===== src/prs_defs.svh =====
// prs_defs.svh: offsets, field positions, reset values and timing counts
// of the resource sequencer; definitions only, included by the design.
`ifndef PRS_DEFS_SVH
`define PRS_DEFS_SVH

// clock figures
`define PRS_MCLK_FREQ_HZ   100000000
`define PRS_LPO_FREQ_HZ    32768
`define PRS_LPO_DIV        (`PRS_MCLK_FREQ_HZ / `PRS_LPO_FREQ_HZ)

// register byte offsets
`define PRS_OFF_CTRL       8'h00
`define PRS_OFF_MINMASK    8'h04
`define PRS_OFF_STATUS     8'h08
`define PRS_OFF_RES_ON     8'h0c
`define PRS_OFF_RES_PEND   8'h10
`define PRS_OFF_REQUIRED   8'h14
`define PRS_OFF_SEL        8'h18
`define PRS_OFF_TIME_ON    8'h1c
`define PRS_OFF_TIME_OFF   8'h20
`define PRS_OFF_DEPMASK    8'h24
`define PRS_OFF_CLKMAP     8'h28
`define PRS_OFF_RTMR_CNT   8'h2c
`define PRS_OFF_RTMR_MASK  8'h30

// control fields
`define PRS_CTRL_CMD_LSB   0
`define PRS_CTRL_RATE_LSB  2

// mode commands
`define PRS_CMD_NONE       2'h0
`define PRS_CMD_DOZE       2'h1
`define PRS_CMD_DEEP       2'h2
`define PRS_CMD_DOWN       2'h3

// reset values
`define PRS_RST_MINMASK    32'h0000_0001
`define PRS_RST_RATE       2'h3
`endif


===== src/prs_pkg.sv =====
// prs_pkg.sv: types of the resource sequencer.
// assumes prs_defs.svh holds the numeric constants.
package prs_pkg;

   // {in transition, on}: exactly four resource states
   typedef enum logic [1:0] {
      RS_OFF  = 2'b00,
      RS_ON   = 2'b01,
      RS_UP   = 2'b10,
      RS_DOWN = 2'b11
   } prs_res_state_t;

   typedef enum logic [2:0] {
      PM_ACTIVE  = 3'b000,
      PM_DOZE    = 3'b001,
      PM_SAVE    = 3'b010,
      PM_DEEP    = 3'b011,
      PM_RESTORE = 3'b100,
      PM_DOWN    = 3'b101
   } prs_mode_t;

endpackage : prs_pkg


===== src/prs_sequencer.sv =====
// prs_sequencer.sv: resource sequencer and power-mode control, one clock.
// assumes inputs synchronous to mclk and a plain register port master.
`timescale 1ns/1ps
`include "prs_defs.svh"

module prs_sequencer
   import prs_pkg::*;
#(
   parameter int NRES   = 8,
   parameter int TW     = 8,
   parameter int NCLK   = 4,
   parameter int NTMR   = 2,
   parameter int RTW    = 16,
   parameter int LP_DIV = `PRS_LPO_DIV
)
(
   // clock and reset
   input  wire logic             mclk,
   input  wire logic             rst,
   // regulator power-on pin
   input  wire logic             reg_on,
   // register port
   input  wire logic [7:0]       addr,
   input  wire logic [31:0]      wdata,
   input  wire logic             wr,
   input  wire logic             rd,
   output logic      [31:0]      rdata,
   // requests and wake events
   input  wire logic [NCLK-1:0]  clk_req,
   input  wire logic             wake_irq,
   input  wire logic             usb_resume,
   // resource and power controls
   output logic      [NRES-1:0]  res_en,
   output logic                  reg_en,
   output logic                  main_clk_en,
   output logic                  core_pwr_en,
   output logic      [1:0]       clk_rate,
   output logic                  ret_save,
   output logic                  ret_restore,
   output logic      [2:0]       pm_mode
);

   ////////////////////////////////////////////////////////////////////////////
   // storage

   logic [NRES-1:0]   resource_on_flag;
   logic [NRES-1:0]   resource_in_transition_flag;
   logic [TW-1:0]     tmr_q      [NRES];
   logic [TW-1:0]     ton_q      [NRES];
   logic [TW-1:0]     toff_q     [NRES];
   logic [NRES-1:0]   dep_q      [NRES];
   logic [NRES-1:0]   clkmap_q   [NCLK];
   logic [RTW-1:0]    rtmr_cnt_q [NTMR];
   logic [NRES-1:0]   rtmr_mask_q[NTMR];
   logic [NRES-1:0]   minimum_resource_mask;
   logic [7:0]        sel_q;
   logic [1:0]        rate_cfg_q;
   logic [31:0]       lp_cnt_q;
   logic              lp_tick_q;
   prs_mode_t         mode_q;
   logic [31:0]       rdata_q;
   logic              reg_en_q;
   logic              main_clk_en_q;
   logic              core_pwr_en_q;
   logic [1:0]        clk_rate_q;
   logic              ret_save_q;
   logic              ret_restore_q;

   // regulator pin low acts as a held reset on every flip-flop but the tables and the read data
   logic              hold;
   assign hold = ~reg_on;

   ////////////////////////////////////////////////////////////////////////////
   // dependency helpers

   // a powered resource holds up every resource that it depends on;
   // a process, not a function in an assign, so table writes are seen
   logic [NRES-1:0] live_dep;

   always_comb
   begin
      live_dep = '0;
      for (int p = 0; p < NRES; p++)
      begin
         for (int q = 0; q < NRES; q++)
         begin
            if (dep_q[q][p] && (resource_on_flag[q] || resource_in_transition_flag[q]))
            begin
               live_dep[p] = 1'b1;
            end
         end
      end
   end

   ////////////////////////////////////////////////////////////////////////////
   // low-power tick: divider gives one pulse per low-power clock period

   logic lp_wrap;
   assign lp_wrap = (lp_cnt_q == 32'(LP_DIV - 1));

   always_ff @(posedge mclk or posedge rst)
   begin
      if (rst)
      begin
         lp_cnt_q  <= 32'h0;
         lp_tick_q <= 1'b0;
      end
      else
      begin
         lp_cnt_q  <= (lp_wrap || hold) ? 32'h0 : lp_cnt_q + 32'h1;
         lp_tick_q <= lp_wrap && !hold;
      end
   end

   ////////////////////////////////////////////////////////////////////////////
   // request set

   logic [NRES-1:0] clk_res;
   logic [NRES-1:0] tmr_res;
   logic [NRES-1:0] raw_req;
   logic [NRES-1:0] required;
   logic [NRES-1:0] dep_ok;
   logic [NRES-1:0] start_up;
   logic [NRES-1:0] start_dn;
   logic [NTMR-1:0] rtmr_expire;

   always_comb
   begin
      clk_res = '0;
      tmr_res = '0;
      for (int c = 0; c < NCLK; c++)
      begin
         if (clk_req[c])
         begin
            clk_res = clk_res | clkmap_q[c];
         end
      end
      for (int t = 0; t < NTMR; t++)
      begin
         if (rtmr_cnt_q[t] != '0)
         begin
            tmr_res = tmr_res | rtmr_mask_q[t];
         end
      end
   end

   assign raw_req  = clk_res | minimum_resource_mask | tmr_res;

   // closure through the dependency table; NRES passes cover any chain
   always_comb
   begin
      required = raw_req;
      for (int n = 0; n < NRES; n++)
      begin
         for (int k = 0; k < NRES; k++)
         begin
            if (required[k])
            begin
               required = required | dep_q[k];
            end
         end
      end
   end

   ////////////////////////////////////////////////////////////////////////////
   // per-resource state machine

   wire logic [NRES-1:0] settled_on = resource_on_flag & ~resource_in_transition_flag;

   generate
      for (genvar i = 0; i < NRES; i++)
      begin : g_res
         // a transition in progress is never interrupted
         assign dep_ok[i]   = ((dep_q[i] & ~settled_on) == '0);
         assign start_up[i] = !resource_on_flag[i] && !resource_in_transition_flag[i] &&
                              required[i] && dep_ok[i];
         assign start_dn[i] = resource_on_flag[i] && !resource_in_transition_flag[i] &&
                              !required[i] && !live_dep[i];

         always_ff @(posedge mclk or posedge rst)
         begin
            if (rst)
            begin
               resource_on_flag[i]            <= 1'b0;
               resource_in_transition_flag[i] <= 1'b0;
               tmr_q[i]                       <= '0;
            end
            else if (hold)
            begin
               resource_on_flag[i]            <= 1'b0;
               resource_in_transition_flag[i] <= 1'b0;
               tmr_q[i]                       <= '0;
            end
            else if (lp_tick_q)
            begin
               if (tmr_q[i] != '0)
               begin
                  tmr_q[i] <= tmr_q[i] - TW'(1);
                  if (tmr_q[i] == TW'(1))
                  begin
                     resource_in_transition_flag[i] <= 1'b0;
                     resource_on_flag[i]            <= !resource_on_flag[i];
                  end
               end
               else if (start_up[i])
               begin
                  if (ton_q[i] == '0)
                  begin
                     resource_on_flag[i] <= 1'b1;
                  end
                  else
                  begin
                     resource_in_transition_flag[i] <= 1'b1;
                     tmr_q[i]                       <= ton_q[i];
                  end
               end
               else if (start_dn[i])
               begin
                  if (toff_q[i] == '0)
                  begin
                     resource_on_flag[i] <= 1'b0;
                  end
                  else
                  begin
                     resource_in_transition_flag[i] <= 1'b1;
                     tmr_q[i]                       <= toff_q[i];
                  end
               end
            end
         end

         timer_zero_a: assert property (@(posedge mclk) disable iff (rst)
            (tmr_q[i] == '0) == !resource_in_transition_flag[i])
            else $error("timer and transition flag disagree");

         expire_toggle_a: assert property (@(posedge mclk) disable iff (rst || hold)
            lp_tick_q && tmr_q[i] == TW'(1) |=>
               !resource_in_transition_flag[i] &&
               resource_on_flag[i] != $past(resource_on_flag[i]))
            else $error("expiring timer did not finish transition");

         load_on_a: assert property (@(posedge mclk) disable iff (rst || hold)
            lp_tick_q && tmr_q[i] == '0 && start_up[i] && ton_q[i] != '0 |=>
               resource_in_transition_flag[i] && tmr_q[i] == $past(ton_q[i]))
            else $error("enable delay not loaded");

         fast_on_a: assert property (@(posedge mclk) disable iff (rst || hold)
            lp_tick_q && start_up[i] && ton_q[i] == '0 |=>
               resource_on_flag[i] && !resource_in_transition_flag[i])
            else $error("zero enable delay did not switch on");

         fast_off_a: assert property (@(posedge mclk) disable iff (rst || hold)
            lp_tick_q && start_dn[i] && toff_q[i] == '0 |=>
               !resource_on_flag[i] && !resource_in_transition_flag[i])
            else $error("zero disable delay did not switch off");

         down_guard_a: assert property (@(posedge mclk) disable iff (rst || hold)
            $rose(resource_in_transition_flag[i]) && $past(resource_on_flag[i]) |->
               $past(!required[i] && !live_dep[i]))
            else $error("disable started on a needed resource");

         up_guard_a: assert property (@(posedge mclk) disable iff (rst || hold)
            $rose(resource_on_flag[i]) && !resource_in_transition_flag[i] &&
               !$past(resource_in_transition_flag[i]) |->
               $past(required[i] && dep_ok[i]))
            else $error("enable started without dependencies");

         dep_closed_a: assert property (@(posedge mclk) disable iff (rst)
            required[i] |-> (dep_q[i] & ~required) == '0)
            else $error("required set not closed over dependencies");
      end
   endgenerate

   ////////////////////////////////////////////////////////////////////////////
   // request timers count down on the low-power tick; a write reloads

   wire logic sel_tmr = (sel_q < 8'(NTMR));
   wire logic wr_rcnt = wr && addr == `PRS_OFF_RTMR_CNT && sel_tmr;

   generate
      for (genvar t = 0; t < NTMR; t++)
      begin : g_rtmr
         assign rtmr_expire[t] = lp_tick_q && rtmr_cnt_q[t] == RTW'(1);
         always_ff @(posedge mclk or posedge rst)
         begin
            if (rst)
            begin
               rtmr_cnt_q[t] <= '0;
            end
            else if (hold)
            begin
               rtmr_cnt_q[t] <= '0;
            end
            else if (wr_rcnt && sel_q == 8'(t))
            begin
               rtmr_cnt_q[t] <= wdata[RTW-1:0];
            end
            else if (lp_tick_q && rtmr_cnt_q[t] != '0)
            begin
               rtmr_cnt_q[t] <= rtmr_cnt_q[t] - RTW'(1);
            end
         end
      end
   endgenerate

   ////////////////////////////////////////////////////////////////////////////
   // register writes

   wire logic       wr_ctrl = wr && addr == `PRS_OFF_CTRL;
   wire logic [1:0] cmd     = wr_ctrl ? wdata[`PRS_CTRL_CMD_LSB +: 2] : `PRS_CMD_NONE;
   wire logic       sel_res = (sel_q < 8'(NRES));
   wire logic       sel_clk = (sel_q < 8'(NCLK));

   always_ff @(posedge mclk or posedge rst)
   begin
      if (rst)
      begin
         minimum_resource_mask <= NRES'(`PRS_RST_MINMASK);
         sel_q                 <= 8'h0;
         rate_cfg_q            <= `PRS_RST_RATE;
      end
      else if (hold)
      begin
         minimum_resource_mask <= NRES'(`PRS_RST_MINMASK);
         sel_q                 <= 8'h0;
         rate_cfg_q            <= `PRS_RST_RATE;
      end
      else
      begin
         if (wr && addr == `PRS_OFF_MINMASK)
         begin
            minimum_resource_mask <= wdata[NRES-1:0];
         end
         if (wr && addr == `PRS_OFF_SEL)
         begin
            sel_q <= wdata[7:0];
         end
         if (wr_ctrl)
         begin
            rate_cfg_q <= wdata[`PRS_CTRL_RATE_LSB +: 2];
         end
      end
   end

   // tables survive the regulator pin hold; only the power-on reset clears them
   always_ff @(posedge mclk or posedge rst)
   begin
      if (rst)
      begin
         for (int k = 0; k < NRES; k++)
         begin
            ton_q[k]  <= '0;
            toff_q[k] <= '0;
            dep_q[k]  <= '0;
         end
         for (int k = 0; k < NCLK; k++)
         begin
            clkmap_q[k] <= '0;
         end
         for (int k = 0; k < NTMR; k++)
         begin
            rtmr_mask_q[k] <= '0;
         end
      end
      else if (wr)
      begin
         if (sel_res && addr == `PRS_OFF_TIME_ON)
         begin
            ton_q[sel_q[$clog2(NRES)-1:0]] <= wdata[TW-1:0];
         end
         if (sel_res && addr == `PRS_OFF_TIME_OFF)
         begin
            toff_q[sel_q[$clog2(NRES)-1:0]] <= wdata[TW-1:0];
         end
         if (sel_res && addr == `PRS_OFF_DEPMASK)
         begin
            dep_q[sel_q[$clog2(NRES)-1:0]] <= wdata[NRES-1:0];
         end
         if (sel_clk && addr == `PRS_OFF_CLKMAP)
         begin
            clkmap_q[sel_q[$clog2(NCLK)-1:0]] <= wdata[NRES-1:0];
         end
         if (sel_tmr && addr == `PRS_OFF_RTMR_MASK)
         begin
            rtmr_mask_q[sel_q[$clog2(NTMR)-1:0]] <= wdata[NRES-1:0];
         end
      end
   end

   ////////////////////////////////////////////////////////////////////////////
   // power modes

   wire logic wake_deep = wake_irq || usb_resume || (|rtmr_expire);
   wire logic wake_doze = wake_deep || (|clk_req);

   always_ff @(posedge mclk or posedge rst)
   begin
      if (rst)
      begin
         mode_q <= PM_ACTIVE;
      end
      else if (hold)
      begin
         mode_q <= PM_ACTIVE;
      end
      else
      begin
         unique case (mode_q)
            PM_ACTIVE:
               if (cmd == `PRS_CMD_DOZE)
               begin
                  mode_q <= PM_DOZE;
               end
               else if (cmd == `PRS_CMD_DEEP)
               begin
                  mode_q <= PM_SAVE;
               end
               else if (cmd == `PRS_CMD_DOWN)
               begin
                  mode_q <= PM_DOWN;
               end
            PM_DOZE:    mode_q <= wake_doze ? PM_ACTIVE : PM_DOZE;
            PM_SAVE:    mode_q <= PM_DEEP;
            PM_DEEP:    mode_q <= wake_deep ? PM_RESTORE : PM_DEEP;
            PM_RESTORE: mode_q <= PM_ACTIVE;
            PM_DOWN:    mode_q <= PM_DOWN;
            default:    mode_q <= PM_ACTIVE;
         endcase
      end
   end

   // outputs follow the mode one cycle later, each from its own flop
   wire prs_mode_t  mode_n  = mode_q;
   wire logic [1:0] rate_n  = (mode_n == PM_ACTIVE && |clk_req) ? rate_cfg_q : 2'h0;

   always_ff @(posedge mclk or posedge rst)
   begin
      if (rst)
      begin
         reg_en_q      <= 1'b0;
         main_clk_en_q <= 1'b0;
         core_pwr_en_q <= 1'b0;
         clk_rate_q    <= 2'h0;
         ret_save_q    <= 1'b0;
         ret_restore_q <= 1'b0;
      end
      else
      begin
         reg_en_q      <= !hold && mode_n != PM_DOWN;
         main_clk_en_q <= !hold && mode_n == PM_ACTIVE;
         core_pwr_en_q <= !hold && mode_n != PM_DEEP && mode_n != PM_DOWN;
         clk_rate_q    <= hold ? 2'h0 : rate_n;
         ret_save_q    <= !hold && mode_n == PM_SAVE;
         ret_restore_q <= !hold && mode_n == PM_RESTORE;
      end
   end

   doze_clock_a: assert property (@(posedge mclk) disable iff (rst)
      mode_q == PM_DOZE |=> !main_clk_en_q)
      else $error("main clock running in doze");

   deep_save_a: assert property (@(posedge mclk) disable iff (rst)
      mode_q == PM_DEEP && $past(mode_q) != PM_DEEP |-> $past(mode_q) == PM_SAVE ##1 !core_pwr_en_q)
      else $error("deep sleep entered without save");

   down_stays_a: assert property (@(posedge mclk) disable iff (rst)
      mode_q == PM_DOWN && reg_on |=> mode_q == PM_DOWN ##1 !reg_en_q)
      else $error("power down left without regulator cycling");

   regon_hold_a: assert property (@(posedge mclk) disable iff (rst)
      !reg_on |=> resource_on_flag == '0 && !reg_en_q)
      else $error("resources alive while regulator pin low");

   req_cover_a: assert property (@(posedge mclk) disable iff (rst)
      (minimum_resource_mask & ~required) == '0 && (clk_res & ~required) == '0)
      else $error("required set misses a request");

   ////////////////////////////////////////////////////////////////////////////
   // read port: data in the cycle after the strobe, unmapped reads zero

   prs_res_state_t st0;
   assign st0 = prs_res_state_t'({resource_in_transition_flag[0], resource_on_flag[0]});

   logic [31:0] rd_mux;
   always_comb
   begin
      rd_mux = 32'h0;
      unique case (addr)
         `PRS_OFF_CTRL:      rd_mux = {28'h0, rate_cfg_q, 2'h0};
         `PRS_OFF_MINMASK:   rd_mux = 32'(minimum_resource_mask);
         `PRS_OFF_STATUS:    rd_mux = {27'h0, st0, mode_q};
         `PRS_OFF_RES_ON:    rd_mux = 32'(resource_on_flag);
         `PRS_OFF_RES_PEND:  rd_mux = 32'(resource_in_transition_flag);
         `PRS_OFF_REQUIRED:  rd_mux = 32'(required);
         `PRS_OFF_SEL:       rd_mux = {24'h0, sel_q};
         `PRS_OFF_TIME_ON:   rd_mux = sel_res ? 32'(ton_q[sel_q[$clog2(NRES)-1:0]]) : 32'h0;
         `PRS_OFF_TIME_OFF:  rd_mux = sel_res ? 32'(toff_q[sel_q[$clog2(NRES)-1:0]]) : 32'h0;
         `PRS_OFF_DEPMASK:   rd_mux = sel_res ? 32'(dep_q[sel_q[$clog2(NRES)-1:0]]) : 32'h0;
         `PRS_OFF_CLKMAP:    rd_mux = sel_clk ? 32'(clkmap_q[sel_q[$clog2(NCLK)-1:0]]) : 32'h0;
         `PRS_OFF_RTMR_CNT:  rd_mux = sel_tmr ? 32'(rtmr_cnt_q[sel_q[$clog2(NTMR)-1:0]]) : 32'h0;
         `PRS_OFF_RTMR_MASK: rd_mux = sel_tmr ? 32'(rtmr_mask_q[sel_q[$clog2(NTMR)-1:0]]) : 32'h0;
         default:            rd_mux = 32'h0;
      endcase
   end

   always_ff @(posedge mclk or posedge rst)
   begin
      if (rst)
      begin
         rdata_q <= 32'h0;
      end
      else
      begin
         rdata_q <= rd ? rd_mux : 32'h0;
      end
   end

   ////////////////////////////////////////////////////////////////////////////
   // outputs

   assign rdata       = rdata_q;
   assign res_en      = resource_on_flag;
   assign reg_en      = reg_en_q;
   assign main_clk_en = main_clk_en_q;
   assign core_pwr_en = core_pwr_en_q;
   assign clk_rate    = clk_rate_q;
   assign ret_save    = ret_save_q;
   assign ret_restore = ret_restore_q;
   assign pm_mode     = mode_q;

endmodule : prs_sequencer


===== config.mk =====
export PLATFORM = sky130hd
export DESIGN_NAME = prs_sequencer
export DESIGN_NICKNAME = d
export VERILOG_FILES = /design/src/prs_pkg.sv /design/src/prs_sequencer.sv
export VERILOG_INCLUDE_DIRS = /design/src
export SDC_FILE = /design/constraint.sdc
export NUM_CORES = 1
export LEC_CHECK = 0
export BUFFER_PORTS_ARGS = -buffer_cell sky130_fd_sc_hd__buf_4
export CORE_MARGIN = 2
export CORE_UTILIZATION = 45
export CTS_CLUSTER_SIZE = 20
export DETAILED_ROUTE_END_ITERATION = 10
export PLACE_DENSITY = 0.67
export REMOVE_ABC_BUFFERS = 1
export SKIP_CTS_REPAIR_TIMING = 1
export SLEW_MARGIN = 20
export SYNTH_ARGS = -nofsm -noshare
export SYNTH_HDL_FRONTEND = slang
export SYNTH_SLANG_ARGS = --single-unit

===== constraint.sdc =====
create_clock -name mclk -period 18.8 [get_ports mclk]
set_input_delay 1.88 -clock mclk [delete_from_list [all_inputs] [get_ports mclk]]
set_output_delay 1.88 -clock mclk [all_outputs]
set_load 0.02 [all_outputs]

==> flow_metrics.py <==
metrics = {
    "cells_and_area": {
        "drive_above_1_share": 0.219,
        "layout_common_cells": "424 x dfrtp_1, 254 x mux2_2, 232 x nand2_1, 160 x nor2_1, 146 x a21oi_1",
        "multiInputGateArea_um2": 15200,
        "seq_area_um2": 10700,
        "fin_nets": 2745,
        "nFillCells": 5475,
        "area_growth_pct": 9.56,
        "diodes": 0,
        "layout_commonest_cell": "dfrtp_1",
    },
    "grt": {
        "antenna_found_initial": 3,
        "grt_pass1_wl_um": 146000,
        "grt_max_degree": 177,
        "grt-ovfl-total": 0,
        "grtUsageTotal": 0.307,
        "first_global_vias": 23000,
    },
    "power_and_ir_drop": {
        "clkPwrFrac": 0.331,
        "p_comb_frac": 0.290,
        "p_int_mw": 1.86,
        "seq_power_share": 0.379,
        "p_per_area_nw_per_um2": 96.9,
        "ir_drop_v": 0.0000721,
        "total_power_mw": 2.88,
        "p_leak_nw": 13.1,
        "switching_share": 0.357,
        "power.switching_mw": 1.03,
    },
    "critical_path": {
        "cp.arrival_ns": 17.73,
        "r2r_start": "rtmr_cnt_q[1]$_DFFE_PP0P_",
        "critPathSlowestCell": "a22oi_2",
        "end_kind": "flip-flop",
        "reg2reg_depth": 56,
        "critPathKind": "in2reg",
        "cp-start-kind": "input port",
        "r2r-end": "tmr_q[40]$_DFFE_PP0P_",
        "path_max_fanout": 18,
        "slowest_delay_ns": 0.64,
        "cp.required_ns": 19.30,
        "crit_path_frequent_cell": "a21o_1",
        "r2r_slack_ns": 2.07,
    },
    "timing": {
        "max_freq_mhz": 58.1,
        "final.setup_skew_ns": 0.0254,
        "rsz0062_at_grt": "false",
        "fin_crit_ns": 17.23,
        "slew_headroom": 0.299,
        "slew_viol_final": 0,
        "fin_crit_sh": 0.916,
        "worst_slew_pin_slew_ns": 1.05,
        "setup_viol": 0,
        "setup_tns_ns": 0,
        "hold_viol_final": 0,
    },
    "clock_tree": {
        "numCtsBuffers": 48,
        "cts-root-buf": "clkbuf_16",
        "cts_tree": "yes",
        "clk_latency_ns": 0.62,
        "clk_pin_slew_ns": 0.05,
        "cts_max_level": 2,
        "clock_path_buffers": 3,
        "cts.sinks": 429,
    },
    "drt": {
        "routed_wl_um": 97300,
        "drc": 0,
        "dr.pass1.iters": 8,
        "via_per_inst": 6.76,
        "post_drt_wl_per_cell_um": 28.0,
        "vias": 23500,
        "initialDrtViolationCount": 2621,
        "ant_nets": 0,
    },
    "floorplan": {
        "core_um2": 60000,
        "die_width_um": 250,
        "ioPinCount": 101,
        "start_util": 0.453,
        "die_h_um": 250,
        "dieArea_um2": 62300,
        "rows": 90,
    },
    "synthesis": {
        "synth_ff_type": "dfrtp_1",
        "synth_area_um2": 27200,
        "synth_cell_types": 102,
        "synthArstFlopShare": 1.00,
        "yosysWarnings": 0,
        "postSynthCellCount": 2707,
        "synth_edf_count": 0,
        "synth.ff_latch_count": 429,
        "seq_area_frac_synth": 0.395,
        "syn_avg_cell_area_um2": 10.0,
    },
    "min_path": {
        "hold_end": "tmr_q[31]$_DFFE_PP0P_",
        "hp-class": "reg2reg",
        "min-delay-start": "tmr_q[31]$_DFFE_PP0P_",
        "min_path_cells": 1,
    },
    "placed_design": {
        "hpwl_um": 65600,
        "port_buffers": 68,
        "place.gp.congestion": 0.993,
    },
    "run_status": {
        "status": "complete, no violations",
    },
    "flow_run": {
        "cap_violations": 0,
    },
}
==> worst max-delay path, delay by kind of cell <==
family,cells,cell delay (ns)
and+or+nand+nor,3,0.88
AOI/OAI and AO/OA,49,14.36
buffers and inverters,2,0.40
muxes,1,0.15
==> metrics by stage <==
stage                     cell area (µm²)  hold slack [ns]   util  std cells  worst slack, ns
final                               29800            0.492  0.496       3479             1.57
after global routing                29800            0.512  0.496       3479            0.560
after CTS                           29700            0.496  0.495       3478             1.97
after detailed placement            28100            0.481  0.469       3393             1.35
after global placement              28100            0.478  0.469       3393             1.43
after floorplan                     26300            0.457      -       2499             2.96
==> per-layer routing <==
layer / wire length [µm] / vias to the layer above / track usage
met4: 5370 / 4 / 0.156
met3: 9500 / 344 / 0.0677
met1: 38300 / 11700 / 0.403
li1: - / 10100 / -
met5: 26 / - / 0
met2: 44100 / 1346 / 0.478
==> area by class of cell <==
cell class                 count  area share
clock inverter                19     0.00774
timing repair buffer         113      0.0293
clock buffer                  66      0.0457
inverter                      89      0.0115
tap                          782      0.0329
sequential                   429       0.361
multi-input combinational   1981       0.512
==> power by group through the flow <==
stage / combinational (mW) / sequential, mW / clock (mW)
2_1_floorplan: 0.599 / 1.07 / 0
4_1_cts: 0.824 / 1.09 / 0.968
3_5_place_dp: 0.818 / 1.10 / 0
3_3_place_gp: 0.803 / 1.10 / 0
5_1_grt: 0.922 / 1.10 / 1.01
6_report: 0.837 / 1.09 / 0.953
==> flip-flops by register name (all words and copies together) (netlist names), 2 cells and up <==
name                         flops
lp_cnt_q                        32
resource_in_transition_flag      8
toff_q                          64
tmr_q                           64
clkmap_q                        32
rate_cfg_q                       2
rtmr_mask_q                     16
clk_rate                         2
rtmr_cnt_q                      32
res_en                           8
ton_q                           64
minimum_resource_mask            8
dep_q                           64
rdata                           16
pm_mode                          3
sel_q                            8
==> worst max-delay path by stage <==
stage | endpoint | slack, ns | start | depth (start not counted)
floorplan | tmr_q[38]$_DFFE_PP0P_ | 2.96 | clk_req[0] | 53
global placement | tmr_q[40]$_DFFE_PP0P_ | 1.43 | clk_req[0] | 55
detailed placement | tmr_q[40]$_DFFE_PP0P_ | 1.35 | clk_req[0] | 55
CTS | tmr_q[40]$_DFFE_PP0P_ | 1.97 | clk_req[0] | 55
global route | tmr_q[40]$_DFFE_PP0P_ | 0.56 | clk_req[0] | 55
finish | tmr_q[40]$_DFFE_PP0P_ | 1.57 | clk_req[0] | 55
==> synthesized netlist by cell type (11+ instances only) <==
library cell / number / share of area
dfrtp_1: 426 / 0.39
mux2_2: 254 / 0.11
nand2_1: 232 / 0.032
nor2_1: 161 / 0.022
clkbuf_1: 147 / 0.020
a21oi_1: 146 / 0.027
nand3_1: 100 / 0.018
mux2i_1: 98 / 0.036
inv_1: 87 / 0.012
a221o_1: 69 / 0.025
o21ai_0: 66 / 0.012
mux4_2: 56 / 0.046
nor4_1: 54 / 0.012
o21ai_1: 49 / 0.0090
nor3_1: 43 / 0.0079
buf_1: 38 / 0.0053
a221oi_1: 37 / 0.012
a22oi_1: 37 / 0.010
a211oi_1: 32 / 0.0088
ha_1: 32 / 0.015
nand2b_1: 32 / 0.0074
or3_1: 30 / 0.0069
a21o_1: 27 / 0.0075
xor2_1: 27 / 0.0087
xnor2_1: 26 / 0.0084
a222oi_1: 23 / 0.0085
o221ai_1: 21 / 0.0068
a31oi_1: 20 / 0.0046
buf_4: 20 / 0.0055
nand4_1: 17 / 0.0039
buf_2: 16 / 0.0029
mux2_1: 16 / 0.0066
o211ai_1: 16 / 0.0044
and2_1: 15 / 0.0035
or2_2: 15 / 0.0035
a21oi_2: 13 / 0.0042
a22o_1: 12 / 0.0039
a32o_1: 12 / 0.0044
a211o_1: 11 / 0.0035
and3_1: 11 / 0.0025
==> cells by family (layout without fill, tap and decap cells) <==
family,after synthesis,count (layout),synth area share
buffers and inverters,312,287,0.0467
other,1,16,0.000138
adders and majority gates,32,32,0.0147
AOI/OAI and AO/OA,688,688,0.190
DFF,429,429,0.395
and+or+nand+nor,768,768,0.141
xor gates and xnor gates,53,53,0.0171
muxes,424,424,0.194
Note: power is estimated with default switching activity, not from simulation.
